--- config.mk ---
export PLATFORM = sky130hd
export DESIGN_NAME = erc_ctrl
export DESIGN_NICKNAME = d
export VERILOG_FILES = /design/src/shared/erc_pkg.sv /design/src/shared/erc_pin_if.sv /design/src/verilog/erc_pin_sync.sv /design/src/verilog/erc_ctrl.sv
export VERILOG_INCLUDE_DIRS = /design/src /design/src/shared
export SDC_FILE = /design/constraint.sdc
export NUM_CORES = 1
export LEC_CHECK = 0
export BUFFER_PORTS_ARGS = -buffer_cell sky130_fd_sc_hd__buf_2
export CORE_MARGIN = 2
export CORE_UTILIZATION = 41
export DETAILED_ROUTE_END_ITERATION = 10
export PLACE_DENSITY = 0.73
export REMOVE_ABC_BUFFERS = 1
export SYNTH_ARGS = -nofsm -noshare
export SYNTH_HDL_FRONTEND = slang
export SYNTH_SLANG_ARGS = --single-unit
--- constraint.sdc ---
create_clock -name clk_sys_i -period 1.36 [get_ports clk_sys_i]
set_input_delay 0 -clock clk_sys_i [delete_from_list [all_inputs] [get_ports clk_sys_i]]
set_output_delay 0 -clock clk_sys_i [all_outputs]
set_load 0.05 [all_outputs]
--- src/shared/erc_consts.svh ---
/*
 * Offsets, field positions and reset values of the third-rail
 * configuration controller.
 * Assumes a 32-bit Avalon-MM slave with byte addresses.
 */
`ifndef ERC_CONSTS_SVH
`define ERC_CONSTS_SVH

// ----------------------------------------------------------------------
// Register byte offsets
// ----------------------------------------------------------------------
`define ERC_OFF_MODE_CTRL 5'h00
`define ERC_OFF_HARDWARE_CONTROL_REG 5'h04
`define ERC_OFF_SUP_STAT 5'h08
`define ERC_OFF_RAIL_STATE 5'h0c

// ----------------------------------------------------------------------
// Field positions
// ----------------------------------------------------------------------
`define ERC_BIT_RAIL3_EN 0
`define ERC_BIT_VSEL 1
`define ERC_BIT_KEEP_UV 2
`define ERC_BIT_KEEP_STOP 3
`define ERC_BIT_LS_EN 0
`define ERC_BIT_OC_FLAG 0
`define ERC_BIT_UV_FLAG 1
`define ERC_BIT_FAIL_FLAG 2
`define ERC_BIT_ST_ALONE 0
`define ERC_BIT_ST_SHARE 1
`define ERC_BIT_ST_ON 2
`define ERC_BIT_ST_HP 3
`define ERC_BIT_ST_LP 4
`define ERC_BIT_ST_SUP_UV 5

// ----------------------------------------------------------------------
// Reset values
// ----------------------------------------------------------------------
`define ERC_RST_MODE_CTRL 4'h0
`define ERC_RST_LS 1'b0
`define ERC_RST_FLAGS 3'h0
`define ERC_RST_PIN 1'b0

`endif

--- src/shared/erc_pkg.sv ---
/*
 * Types of the third-rail configuration controller.
 * Assumes nothing beyond a SystemVerilog compiler.
 */
package erc_pkg;

  // --------------------------------------------------------------------
  // System operating mode, given by the system controller
  // --------------------------------------------------------------------
  typedef enum logic [2:0] {
    ERC_MODE_INIT = 3'h0,
    ERC_MODE_NORMAL = 3'h1,
    ERC_MODE_STOP = 3'h2,
    ERC_MODE_SLEEP = 3'h3,
    ERC_MODE_RESTART = 3'h4,
    ERC_MODE_FAILSAFE = 3'h5
  } erc_sys_mode_t;

  // --------------------------------------------------------------------
  // Rail configuration, one-hot
  // --------------------------------------------------------------------
  typedef enum logic [2:0] {
    ERC_CFG_NONE = 3'h1,
    ERC_CFG_ALONE = 3'h2,
    ERC_CFG_SHARE = 3'h4
  } erc_cfg_t;

  // Pin inputs, in the order the synchroniser carries them
  typedef struct packed {
    logic supply_undervoltage;
    logic shunt_threshold;
    logic rail_undervoltage;
    logic base_above_upper;
    logic base_below_lower;
  } erc_pins_t;

endpackage : erc_pkg

--- src/shared/erc_pin_if.sv ---
/*
 * Carries raw pin levels into the synchroniser and clean levels out.
 * Assumes both ends run on the system clock.
 */
`timescale 1ns/1ps
interface erc_pin_if;
  erc_pkg::erc_pins_t raw;
  erc_pkg::erc_pins_t clean;
  modport sync (input raw, output clean);
  modport user (output raw, input clean);
endinterface : erc_pin_if

--- src/verilog/erc_pin_sync.sv ---
/*
 * Three-flop synchroniser with agreement filter for the pin inputs.
 * Assumes the pins are asynchronous to clk_sys_i.
 */
`timescale 1ns/1ps
`include "erc_consts.svh"
module erc_pin_sync (
  input wire logic clk_sys_i,
  input wire logic rst_b_i,
  erc_pin_if.sync pins
);

  typedef struct packed {
    erc_pkg::erc_pins_t s1;
    erc_pkg::erc_pins_t s2;
    erc_pkg::erc_pins_t s3;
    erc_pkg::erc_pins_t clean;
  } erc_sync_state_t;

  erc_sync_state_t st;
  erc_sync_state_t next_st;

  // --------------------------------------------------------------------
  // Shift chain; a level counts only once stages two and three agree,
  // so the first stage is seen by the second stage alone
  // --------------------------------------------------------------------
  always_comb begin
    next_st = st;
    next_st.s1 = pins.raw;
    next_st.s2 = st.s1;
    next_st.s3 = st.s2;
    for (int i = 0; i < $bits(erc_pkg::erc_pins_t); i++) begin
      if (st.s2[i] == st.s3[i]) begin
        next_st.clean[i] = st.s3[i];
      end
    end
  end

  // Register stage
  always_ff @(posedge clk_sys_i) begin
    if (!rst_b_i) begin
      st <= {4 * $bits(erc_pkg::erc_pins_t){`ERC_RST_PIN}};
    end else begin
      st <= next_st;
    end
  end

  assign pins.clean = st.clean;

endmodule : erc_pin_sync

--- src/verilog/erc_ctrl.sv ---
/*
 * Third-rail configuration and mode controller for an external pass
 * transistor regulator, with an Avalon-MM register slave.
 * Assumes: rst_b_i is the power-on reset (it alone clears the locked
 * configuration); soft_reset_i and sys_mode_i come from logic on
 * clk_sys_i; the comparator pins are asynchronous.
 */
`timescale 1ns/1ps
`include "erc_consts.svh"

// Contract
// - Stand-alone: select bit clear gives 5.0 V, set gives 3.3 V.
// - Load-sharing ignores the output voltage select bit.
// - Rail enable written in Normal mode selects stand-alone.
// - Setting the load-sharing bit selects load-sharing.
// - First enable or load-sharing set locks config until power-off.
// - Stand-alone: off in Init/Fail-Safe, switchable in Normal, else held.
// - Load-sharing follows main rail: off Init/Sleep/Fail-Safe, on Restart.
// - Stop without keep bit turns sharing off, bit stays, resumes Normal.
// - Load-sharing with Stop-keep-on bit keeps rail on in Stop.
// - Stop: high-power regulator on above upper, off below lower peak.
// - Normal mode runs only the high-power regulator.
// - Supply undervoltage turns rail off and back on, unless keep-on.
// - Locked stand-alone: rail switchable, change ignored, no fail flag.
// - Locked load-sharing: change attempt sets fail flag, no change.
// - Load-sharing: rail enable bit has no function.
// - Stand-alone shunt threshold limits and sets overcurrent flag only.
// - Stand-alone rail undervoltage sets the undervoltage flag.
// - Load-sharing: no undervoltage report; off in Fail-Safe.
// - Load-sharing never raises the overcurrent flag.
module erc_ctrl (
  input wire logic clk_sys_i,
  input wire logic rst_b_i,
  input wire logic soft_reset_i,
  input wire erc_pkg::erc_sys_mode_t sys_mode_i,
  input wire logic supply_undervoltage_i,
  input wire logic shunt_threshold_i,
  input wire logic rail_undervoltage_i,
  input wire logic base_above_upper_i,
  input wire logic base_below_lower_i,
  input wire logic [4:0] avs_address_i,
  input wire logic avs_read_i,
  input wire logic avs_write_i,
  input wire logic [31:0] avs_writedata_i,
  input wire logic [3:0] avs_byteenable_i,
  output logic [31:0] avs_readdata_o,
  output logic avs_waitrequest_o,
  output logic rail3_drive_en_o,
  output logic rail3_voltage_3v3_o,
  output logic current_limit_en_o,
  output logic hp_regulator_en_o,
  output logic lp_regulator_en_o
);

  // --------------------------------------------------------------------
  // State
  // --------------------------------------------------------------------
  typedef struct packed {
    erc_pkg::erc_cfg_t cfg;
    logic rail3_enable;
    logic rail3_voltage_select;
    logic rail3_keep_on_supply_uv;
    logic rail3_share_keep_in_stop;
    logic rail3_load_share_enable;
    logic rail3_overcurrent_flag;
    logic rail3_undervoltage_flag;
    logic serial_fail_flag;
    logic hp_stop;
    logic ack;
    logic [31:0] rdata;
    logic rail_on;
    logic hp_en;
    logic lp_en;
    logic vsel_out;
    logic limit_en;
  } erc_state_t;

  erc_state_t st;
  erc_state_t next_st;

  erc_pin_if pin_bus ();

  logic req;
  logic wr_go;
  logic lane0;
  logic wr_mode_ctrl;
  logic wr_hardware_control_reg;
  logic wr_sup_stat;
  logic want_alone;
  logic want_share;
  logic is_alone;
  logic is_share;
  logic sup_uv;
  logic uv_cut;
  logic rail_on;
  logic [31:0] rd_mux;

  // --------------------------------------------------------------------
  // Pin synchronisers
  // --------------------------------------------------------------------
  assign pin_bus.raw.supply_undervoltage = supply_undervoltage_i;
  assign pin_bus.raw.shunt_threshold = shunt_threshold_i;
  assign pin_bus.raw.rail_undervoltage = rail_undervoltage_i;
  assign pin_bus.raw.base_above_upper = base_above_upper_i;
  assign pin_bus.raw.base_below_lower = base_below_lower_i;

  erc_pin_sync u_pin_sync (
    .clk_sys_i(clk_sys_i),
    .rst_b_i(rst_b_i),
    .pins(pin_bus.sync)
  );

  // --------------------------------------------------------------------
  // Bus decode: every access waits one cycle, so the read data is a
  // flop and the write lands on the edge that releases the master
  // --------------------------------------------------------------------
  assign req = avs_read_i | avs_write_i;
  assign avs_waitrequest_o = req & ~st.ack;
  assign wr_go = avs_write_i & st.ack;
  assign lane0 = avs_byteenable_i[0];
  assign wr_mode_ctrl = wr_go & lane0
                      & (avs_address_i == `ERC_OFF_MODE_CTRL);
  assign wr_hardware_control_reg = wr_go & lane0 & (avs_address_i == `ERC_OFF_HARDWARE_CONTROL_REG);
  assign wr_sup_stat = wr_go & lane0
                     & (avs_address_i == `ERC_OFF_SUP_STAT);

  // Configuration requests carried by this write
  assign want_alone = wr_mode_ctrl
                    & avs_writedata_i[`ERC_BIT_RAIL3_EN]
                    & (sys_mode_i == erc_pkg::ERC_MODE_NORMAL);
  assign want_share = wr_hardware_control_reg & avs_writedata_i[`ERC_BIT_LS_EN];

  assign is_alone = (st.cfg == erc_pkg::ERC_CFG_ALONE);
  assign is_share = (st.cfg == erc_pkg::ERC_CFG_SHARE);

  // --------------------------------------------------------------------
  // Rail on/off by mode and configuration
  // --------------------------------------------------------------------
  assign sup_uv = pin_bus.clean.supply_undervoltage;
  assign uv_cut = sup_uv & ~st.rail3_keep_on_supply_uv;

  always_comb begin
    rail_on = 1'b0;
    if (is_alone) begin
      unique case (sys_mode_i)
        erc_pkg::ERC_MODE_INIT,
        erc_pkg::ERC_MODE_FAILSAFE: rail_on = 1'b0;
        // Outside Normal only soft reset changes the bit, so the rail holds its state
        default: rail_on = st.rail3_enable;
      endcase
    end else if (is_share) begin
      // Enable bit is not looked at here
      unique case (sys_mode_i)
        erc_pkg::ERC_MODE_NORMAL: rail_on = st.rail3_load_share_enable;
        erc_pkg::ERC_MODE_RESTART: rail_on = 1'b1;
        erc_pkg::ERC_MODE_STOP: begin
          rail_on = st.rail3_share_keep_in_stop;
        end
        default: rail_on = 1'b0;
      endcase
    end
    if (uv_cut) begin
      rail_on = 1'b0;
    end
  end

  // --------------------------------------------------------------------
  // Read mux; reserved bits and unmapped offsets read as zero
  // --------------------------------------------------------------------
  always_comb begin
    rd_mux = 32'h0000_0000;
    unique case (avs_address_i)
      `ERC_OFF_MODE_CTRL: begin
        rd_mux[`ERC_BIT_RAIL3_EN] = st.rail3_enable;
        rd_mux[`ERC_BIT_VSEL] = st.rail3_voltage_select;
        rd_mux[`ERC_BIT_KEEP_UV] = st.rail3_keep_on_supply_uv;
        rd_mux[`ERC_BIT_KEEP_STOP] = st.rail3_share_keep_in_stop;
      end
      `ERC_OFF_HARDWARE_CONTROL_REG: begin
        rd_mux[`ERC_BIT_LS_EN] = st.rail3_load_share_enable;
      end
      `ERC_OFF_SUP_STAT: begin
        rd_mux[`ERC_BIT_OC_FLAG] = st.rail3_overcurrent_flag;
        rd_mux[`ERC_BIT_UV_FLAG] = st.rail3_undervoltage_flag;
        rd_mux[`ERC_BIT_FAIL_FLAG] = st.serial_fail_flag;
      end
      `ERC_OFF_RAIL_STATE: begin
        rd_mux[`ERC_BIT_ST_ALONE] = is_alone;
        rd_mux[`ERC_BIT_ST_SHARE] = is_share;
        rd_mux[`ERC_BIT_ST_ON] = st.rail_on;
        rd_mux[`ERC_BIT_ST_HP] = st.hp_en;
        rd_mux[`ERC_BIT_ST_LP] = st.lp_en;
        rd_mux[`ERC_BIT_ST_SUP_UV] = sup_uv;
      end
      default: rd_mux = 32'h0000_0000;
    endcase
  end

  // --------------------------------------------------------------------
  // Next state
  // --------------------------------------------------------------------
  always_comb begin
    next_st = st;
    next_st.ack = req & ~st.ack;
    if (req & ~st.ack) begin
      next_st.rdata = rd_mux;
    end

    // Control bits; a write moves the enable bit only in Normal mode
    if (wr_mode_ctrl) begin
      if (sys_mode_i == erc_pkg::ERC_MODE_NORMAL) begin
        next_st.rail3_enable = avs_writedata_i[`ERC_BIT_RAIL3_EN];
      end
      next_st.rail3_voltage_select = avs_writedata_i[`ERC_BIT_VSEL];
      next_st.rail3_keep_on_supply_uv = avs_writedata_i[`ERC_BIT_KEEP_UV];
      next_st.rail3_share_keep_in_stop = avs_writedata_i[`ERC_BIT_KEEP_STOP];
    end

    // Configuration choice and lock; sharing wins a tie because the
    // enable bit has no meaning once sharing is chosen
    unique case (st.cfg)
      erc_pkg::ERC_CFG_NONE: begin
        if (want_share) begin
          next_st.cfg = erc_pkg::ERC_CFG_SHARE;
          next_st.rail3_load_share_enable = 1'b1;
        end else if (want_alone) begin
          next_st.cfg = erc_pkg::ERC_CFG_ALONE;
        end
      end
      erc_pkg::ERC_CFG_ALONE: begin
        // Sharing requests are dropped silently
      end
      erc_pkg::ERC_CFG_SHARE: begin
        // Clearing the sharing bit or asking for stand-alone is refused
        if ((wr_hardware_control_reg & ~avs_writedata_i[`ERC_BIT_LS_EN]) |
            want_alone) begin
          next_st.serial_fail_flag = 1'b1;
        end
      end
      default: next_st.cfg = erc_pkg::ERC_CFG_NONE;
    endcase

    // Flags: write one to clear, a same-cycle event wins
    if (wr_sup_stat) begin
      if (avs_writedata_i[`ERC_BIT_OC_FLAG]) begin
        next_st.rail3_overcurrent_flag = 1'b0;
      end
      if (avs_writedata_i[`ERC_BIT_UV_FLAG]) begin
        next_st.rail3_undervoltage_flag = 1'b0;
      end
      if (avs_writedata_i[`ERC_BIT_FAIL_FLAG]) begin
        next_st.serial_fail_flag = 1'b0;
      end
      if (st.cfg == erc_pkg::ERC_CFG_SHARE &&
          ((wr_hardware_control_reg & ~avs_writedata_i[`ERC_BIT_LS_EN]) | want_alone)) begin
        next_st.serial_fail_flag = 1'b1;
      end
    end
    // Only stand-alone has a current limit or undervoltage report
    if (is_alone & st.rail_on & pin_bus.clean.shunt_threshold) begin
      next_st.rail3_overcurrent_flag = 1'b1;
    end
    if (is_alone & st.rail_on & pin_bus.clean.rail_undervoltage) begin
      next_st.rail3_undervoltage_flag = 1'b1;
    end

    // Stop-mode regulator hand-over with hysteresis
    if (sys_mode_i != erc_pkg::ERC_MODE_STOP || !rail_on) begin
      next_st.hp_stop = 1'b0;
    end else if (pin_bus.clean.base_above_upper) begin
      next_st.hp_stop = 1'b1;
    end else if (pin_bus.clean.base_below_lower) begin
      next_st.hp_stop = 1'b0;
    end

    // Registered outputs
    next_st.rail_on = rail_on;
    next_st.lp_en = rail_on
                  & (sys_mode_i != erc_pkg::ERC_MODE_NORMAL);
    if (sys_mode_i == erc_pkg::ERC_MODE_STOP) begin
      next_st.hp_en = rail_on & next_st.hp_stop;
    end else begin
      next_st.hp_en = rail_on
                    & (sys_mode_i == erc_pkg::ERC_MODE_NORMAL);
    end
    next_st.vsel_out = is_alone & st.rail3_voltage_select;
    next_st.limit_en = is_alone & rail_on;

    // Soft reset clears the software view but keeps the lock; the
    // sharing bit stays with its locked configuration
    if (soft_reset_i) begin
      next_st.rail3_enable = 1'b0;
      next_st.rail3_voltage_select = 1'b0;
      next_st.rail3_keep_on_supply_uv = 1'b0;
      next_st.rail3_share_keep_in_stop = 1'b0;
      next_st.rail3_overcurrent_flag = 1'b0;
      next_st.rail3_undervoltage_flag = 1'b0;
      next_st.serial_fail_flag = 1'b0;
      next_st.cfg = st.cfg;
    end
  end

  // --------------------------------------------------------------------
  // Register stage; power-on reset is the only way out of a lock
  // --------------------------------------------------------------------
  always_ff @(posedge clk_sys_i) begin
    if (!rst_b_i) begin
      st <= '0;
      st.cfg <= erc_pkg::ERC_CFG_NONE;
      {st.rail3_share_keep_in_stop, st.rail3_keep_on_supply_uv,
       st.rail3_voltage_select, st.rail3_enable} <= `ERC_RST_MODE_CTRL;
      st.rail3_load_share_enable <= `ERC_RST_LS;
      {st.serial_fail_flag, st.rail3_undervoltage_flag,
       st.rail3_overcurrent_flag} <= `ERC_RST_FLAGS;
    end else begin
      st <= next_st;
    end
  end

  // --------------------------------------------------------------------
  // Outputs
  // --------------------------------------------------------------------
  assign avs_readdata_o = st.rdata;
  assign rail3_drive_en_o = st.rail_on;
  assign rail3_voltage_3v3_o = st.vsel_out;
  assign current_limit_en_o = st.limit_en;
  assign hp_regulator_en_o = st.hp_en;
  assign lp_regulator_en_o = st.lp_en;

endmodule : erc_ctrl

==> results of run 1 <==
[path summary, 6_finish.rpt]
path	from	endpoint	slack (ns)
setup reg to reg	st[49]$_SDFFE_PN0P_	st[49]$_SDFFE_PN0P_	0.08
hold / removal	soft_reset_i	st[49]$_SDFFE_PN0P_	0.04
setup / recovery	st[37]$_SDFF_PN0_	avs_waitrequest_o	0.08
hold reg to reg	u_pin_sync.next_st[10]$_SDFF_PN0_	u_pin_sync.next_st[5]$_SDFF_PN0_	0.44
[worst max-delay path, cell delays in order (launching register included)]
cell and delay, ns:
dfxtp_2 0.34, o21bai_1 0.16, buf_4 0.17, inv_1 0.06
buf_2 0.25
[power by group]
part	internal (mW)	switching [mW]	total (mW)
Combinational	0.0939	0.267	0.361
Clock	0.554	0.471	1.02
Sequential	1.31	0.00968	1.32
[through the flow]
stage	utilization [%]	std cells	power (mW)	hold slack, ns	instance area [um2]
after global routing	51.5	316	2.81	0.0401	2400
after global placement	45.9	299	1.67	0.204	2140
after floorplan	-	195	1.58	0.0919	1780
final	51.5	316	2.71	0.0357	2400
after CTS	50.4	316	2.72	0.0261	2350
after detailed placement	45.9	299	1.68	0.209	2140
[cells by family (layout without fill, tap and decap cells)]
logic type,Yosys count,count (layout)
multiplexers,7,7
buffers and inverters,43,72
AND/OR/NAND/NOR,74,74
XOR/XNOR,2,2
other,1,26
flip-flops,44,44
AO/OA/AOI/OAI,37,37
[cells in the final DEF, fill, tap and decap left out, types with 3 or more instances in the layout]
master and count:
o21ai_0 6, mux2i_1 7, dfxtp_1 43, buf_2 34
o2bb2ai_1 3, conb_1 26, nor2_1 18, dlygate4sd3_1 9
a22oi_1 3, nor3b_1 3, nand2_1 13, and2_1 17
clkbuf_8 5, inv_1 5, buf_4 16, a21oi_1 8
[cell type report]
type	instances	area [um2]	area share, %
Sequential cell	44	882	36.8
Inverter	5	18.8	0.782
Clock inverter	3	46.3	1.93
Timing Repair Buffer	59	380	15.8
Clock buffer	5	68.8	2.87
Tap cell	54	67.6	2.82
Multi-Input combinational cell	146	936	39.0
[registers in the layout, indices dropped and copies added, names as in the netlist]
name	flops
lp_regulator_en_o	1
hp_regulator_en_o	1
avs_readdata_o	6
u_pin_sync.pins.clean	5
rail3_voltage_3v3_o	1
current_limit_en_o	1
u_pin_sync.next_st	10
rail3_drive_en_o	1
st	13
u_pin_sync.st	5
[what timing repair did]
| action | 4_1_cts | 5_1_grt |
|---|---|---|
| hold buffers | 9 | 0 |
| resized for setup | 1 | 10 |
| hold endpoints to repair | 9 | 0 |
| setup endpoints to repair | 3 | 9 |
| setup buffers | 0 | 0 |
[routing by layer]
layer,share of wire [%],track usage (%)
met4,1.6,8.23
met2,48,23.5
met3,5.5,3.45
met5,0,0
met1,45,18.7
==> results.json, run 1 <==
{
  "status": "completed",
  "vias": 1498,
  "numPortBuffers": 34,
  "hpwl_um": 2740,
  "wire_per_inst_um": 12.4,
  "routed_via_density": 4.74,
  "nFillCells": 433,
  "design.core.area_um2": 4660,
  "place_congestion": 0.882,
  "synthXorXnorAreaFrac_pct": 0.895,
  "grt_overflow": 0,
  "first_pass_iters": 5,
  "die_w_um": 73.1,
  "die_area_um2": 5350,
  "drv_cap": 0,
  "max_freq_ghz": 0.779,
  "cts_htree_levels": 2,
  "p_per_area_nw_per_um2": 1130,
  "grt_usage_pct": 14.9,
  "drt_wl_total_um": 3910,
  "setup_viol": 0,
  "yosys.area.top_type": "dfxtp_1",
  "clock-sinks": 44,
  "required_ns": 1.36,
  "ys_seq_area_share_pct": 45.0,
  "clkLatencyLatePin_ns": 0.30,
  "drt_iter0_drc": 81,
  "synth_top_family_by_area": "simple AND/OR/NAND/NOR gates",
  "drive_above_1_share_pct": 27.5,
  "peakVddDrop_uv": 651,
  "grt_max_degree": 16,
  "synthMostInstantiatedCell": "dfxtp_1",
  "synthMuxAreaShare_pct": 3.58,
  "cts_root_buffer": "clkbuf_8",
  "worst_setup_path_end_kind": "primary output",
  "start_util_pct": 42.0,
  "slew_violations": 0,
  "crit_fanout": 7,
  "insertedDiodeCount": 0,
  "ys_warn_count": 0,
  "antenna_left": 0,
  "clock_skew_ns": 0.00916,
  "drc": 0,
  "finalCriticalPeriod_ns": 1.28,
  "numCtsBuffers": 5,
  "synth-seq-cells": 44,
  "synthSimpleGateAreaFrac_pct": 22.1,
  "grt_pass1_vias": 1351,
  "cp-start-kind": "flip-flop",
  "netlist_instances": 208,
  "layout.nets": 315,
  "crit_arrival_ns": 1.28,
  "synth_area_um2": 1960,
  "synth_common_cells": "dfxtp_1, buf_4, nor2_1",
  "clockBufferDepth": 2,
  "antenna_found_initial": 0,
  "ys.flop_type": "dfxtp_1",
  "fin_crit_sh_pct": 94.4,
  "pin_count": 92,
  "synth-compound-area-share_pct": 13.5,
  "fin_setup_tns_ns": 0,
  "r2r_cells": 5,
  "cts_tree": "yes",
  "grt_pass1_wl_um": 6050,
  "p_leak_nw": 1.01,
  "min_path_cells": 2,
  "area_growth_pct": 22.6,
  "synth_top_area_share_pct": 45.0,
  "setup_ws_ns": 0.0758,
  "clkTransAtPathRegs_ns": 0.09,
  "hold_class": "primary input to flip-flop",
  "synth.distinct_cells": 40,
  "critPathKind": "flip-flop to primary output",
  "synth_area_leaders": "dfxtp_1, buf_4, and2_1, nor2_1, mux2i_1",
  "syn_area_per_cell_um2": 9.41,
  "synth_edf_count": 0,
  "synthAdderAreaFrac_pct": 0,
  "async_flop_share_pct": 0,
  "hold_violations": 0,
  "die_y_um": 73.1,
  "rows": 25,
  "dp_slack_ns": -0.00843
}
(Power assumes the default switching activity.)
==> inputs of run 2 (changes only) <==
Settings changed: CORE_UTILIZATION 41 to 42, SLEW_MARGIN set to 30, SYNTH_HIERARCHICAL set to 1.
==> run 2 against run 1 <==
The flow now finishes with violations (negative setup slack). Synthesized cell count up 2.9%. Area after synthesis rose by 5.0%. Non-clock buffer count rose by 3. Clock power is 22% lower. Power down 8.5%. Critical endpoint is now st[47]$_SDFFE_PN1P_.
==> results.json, run 2 <==
{
  "synthMostInstantiatedCell": "dfxtp_1",
  "clock-sinks": 44,
  "timing.rr.start": "st[48]$_SDFFE_PN0P_",
  "vias": 1530,
  "ys_warn_count": 6,
  "hold_class": "primary input to flip-flop",
  "dp_slack_ns": -0.117,
  "startpoint": "st[48]$_SDFFE_PN0P_",
  "cp-start-kind": "flip-flop",
  "design_area_um2": 2430,
  "r2r_cells": 4,
  "placed_cells": 311,
  "fin_crit_sh_pct": 108,
  "final_common_cell": "dfxtp_1",
  "antenna_found_initial": 0,
  "start_util_pct": 43.5,
  "cts_tree": "yes",
  "drc": 0,
  "synth-seq-cells": 44,
  "max_freq_ghz": 0.680,
  "syn_area_per_cell_um2": 9.61,
  "nFillCells": 432,
  "numCtsBuffers": 5,
  "synth_area_um2": 2060,
  "ys.flop_type": "dfxtp_1",
  "numPortBuffers": 34,
  "pin_count": 92,
  "min_path_cells": 3,
  "drt_wl_total_um": 3970,
  "antenna_left": 0,
  "drt_iter0_drc": 74,
  "area_growth_pct": 18.4,
  "required_ns": 1.54,
  "setup_viol": 7,
  "clockBufferDepth": 2,
  "synth_area_leaders": "dfxtp_1, buf_4, and2_1, nand2_1, a21boi_2",
  "r2r_end": "st[47]$_SDFFE_PN1P_",
  "finalPower_mw": 2.48,
  "yosys.area.top_type": "dfxtp_1",
  "critPathKind": "flip-flop to flip-flop",
  "place_congestion": 0.794,
  "routed_via_density": 4.64,
  "top_register": "st",
  "p_per_area_nw_per_um2": 1020,
  "final_cell_mix": "dfxtp_1, buf_2, conb_1, buf_4, nand2_1",
  "placed_area_um2": 2200,
  "synth_edf_count": 0,
  "die_w_um": 74.0,
  "netlist_instances": 214,
  "synth_top_area_share_pct": 42.8,
  "grt_pass1_wl_um": 6580,
  "synth_common_cells": "dfxtp_1, buf_4, nand2_1",
  "synth.distinct_cells": 46,
  "async_flop_share_pct": 0,
  "violations": "negative setup slack",
  "setup_ws_ns": -0.112,
  "min_to": "st[49]$_SDFFE_PN0P_",
  "grt_max_degree": 17,
  "peakVddDrop_uv": 747,
  "clkLatencyLatePin_ns": 0.29,
  "grt_pass1_vias": 1430,
  "cts_htree_levels": 2,
  "rrSetupSlack_ns": -0.11,
  "grt_usage_pct": 15.6,
  "hold_violations": 0,
  "crit_fanout": 4,
  "layout.nets": 316,
  "clock_skew_ns": 0.00504,
  "slew_violations": 0,
  "crit_arrival_ns": 1.65,
  "layoutNonFillerInstCount": 330,
  "wire_per_inst_um": 12.0,
  "drv_cap": 0,
  "cts_root_buffer": "clkbuf_8",
  "worst_setup_path_end_kind": "flip-flop",
  "ys_seq_area_share_pct": 42.8,
  "rows": 25,
  "drive_above_1_share_pct": 33.1,
  "grt_overflow": 0,
  "hpwl_um": 2910,
  "die_area_um2": 5470,
  "worstHoldStart": "soft_reset_i",
  "rsz0062_at_grt": "true",
  "insertedDiodeCount": 0,
  "p_leak_nw": 1.06,
  "design.core.area_um2": 4720,
  "largest_register_ffs": 13,
  "die_y_um": 74.0,
  "first_pass_iters": 4,
  "finalCriticalPeriod_ns": 1.47,
  "clkTransAtPathRegs_ns": 0.08,
  "status": "complete, but fails checks"
}
-- run 2: changes by cell type after synthesis, moves of 3 or more --
cell,delta
nand4_1,+3
mux2_2,+4
nand2_1,+3
o2bb2ai_1,-3
nor2_1,-8
mux2i_1,-3
buf_4,+6
a21oi_1,+3
a21boi_2,+5
-- run 2: timing repair --
item,4_1_cts,5_1_grt
buffers inserted,1,2
gates resized for setup,6,7
endpoints found under the setup margin,8,13
endpoints found under the hold margin,8,0
hold buffers,8,0
pin swaps,4,4
-- run 2: how the worst max path moves through the flow --
| stage | slack (ns) | to |
|---|---|---|
| after floorplan | -0.05 | st[47]$_SDFFE_PN1P_ |
| after global placement | -0.07 | st[47]$_SDFFE_PN1P_ |
| after detailed placement | -0.12 | st[47]$_SDFFE_PN1P_ |
| after CTS | -0.12 | st[47]$_SDFFE_PN1P_ |
| after global routing | -0.17 | st[47]$_SDFFE_PN1P_ |
| final | -0.11 | st[47]$_SDFFE_PN1P_ |
-- run 2: critical path, stage by stage, from the launching register on --
cell      delay, ns
dfxtp_2        0.33
or4bb_4        0.54
nor4_4         0.23
o211ai_1       0.14
o31a_1         0.13
-- run 2: layout make-up --
| type | count | area (um2) | share of cell area [%] |
|---|---|---|---|
| Tap cell | 67 | 83.8 | 3.44 |
| Clock inverter | 3 | 18.8 | 0.771 |
| Clock buffer | 5 | 68.8 | 2.83 |
| Timing Repair Buffer | 62 | 407 | 16.7 |
| Sequential cell | 44 | 885 | 36.3 |
| Multi-Input combinational cell | 143 | 950 | 39.0 |
| Inverter | 6 | 22.5 | 0.925 |
-- run 2: stage by stage --
stage	hold WS, ns	util [%]	setup TNS, ns
after CTS	0.0145	50.7	-0.218
after floorplan	0.122	-	-0.0497
final	0.0135	51.5	-0.429
after global placement	0.200	46.7	-0.127
after global routing	0.0154	51.5	-1.16
after detailed placement	0.205	46.7	-0.319
-- run 2: kinds of logic after synthesis --
| logic type | count (synthesis) | synth area share (%) |
|---|---|---|
| flops | 44 | 42.8 |
| buf+inv | 52 | 17.0 |
| other cells | 1 | 0.182 |
| compound gates | 41 | 14.7 |
| xor+xnor | 2 | 0.852 |
| mux | 8 | 4.14 |
| simple gates | 66 | 20.3 |
-- run 2: routing by layer --
metal / vias up / part of all wire, % / track usage (%)
li1: 767 / - / -
met1: 699 / 45 / 19.9
met2: 59 / 46 / 26.1
met3: 5 / 8.2 / 4.07
met4: 0 / 0.81 / 4.85
met5: - / 0 / 0
-- run 2: report_power, final --
part | internal (mW) | total, mW | switching, mW
sequential | 1.31 | 1.32 | 0.00858
combinational | 0.0982 | 0.362 | 0.264
clock | 0.358 | 0.795 | 0.437
total | 1.77 | 2.48 | 0.710
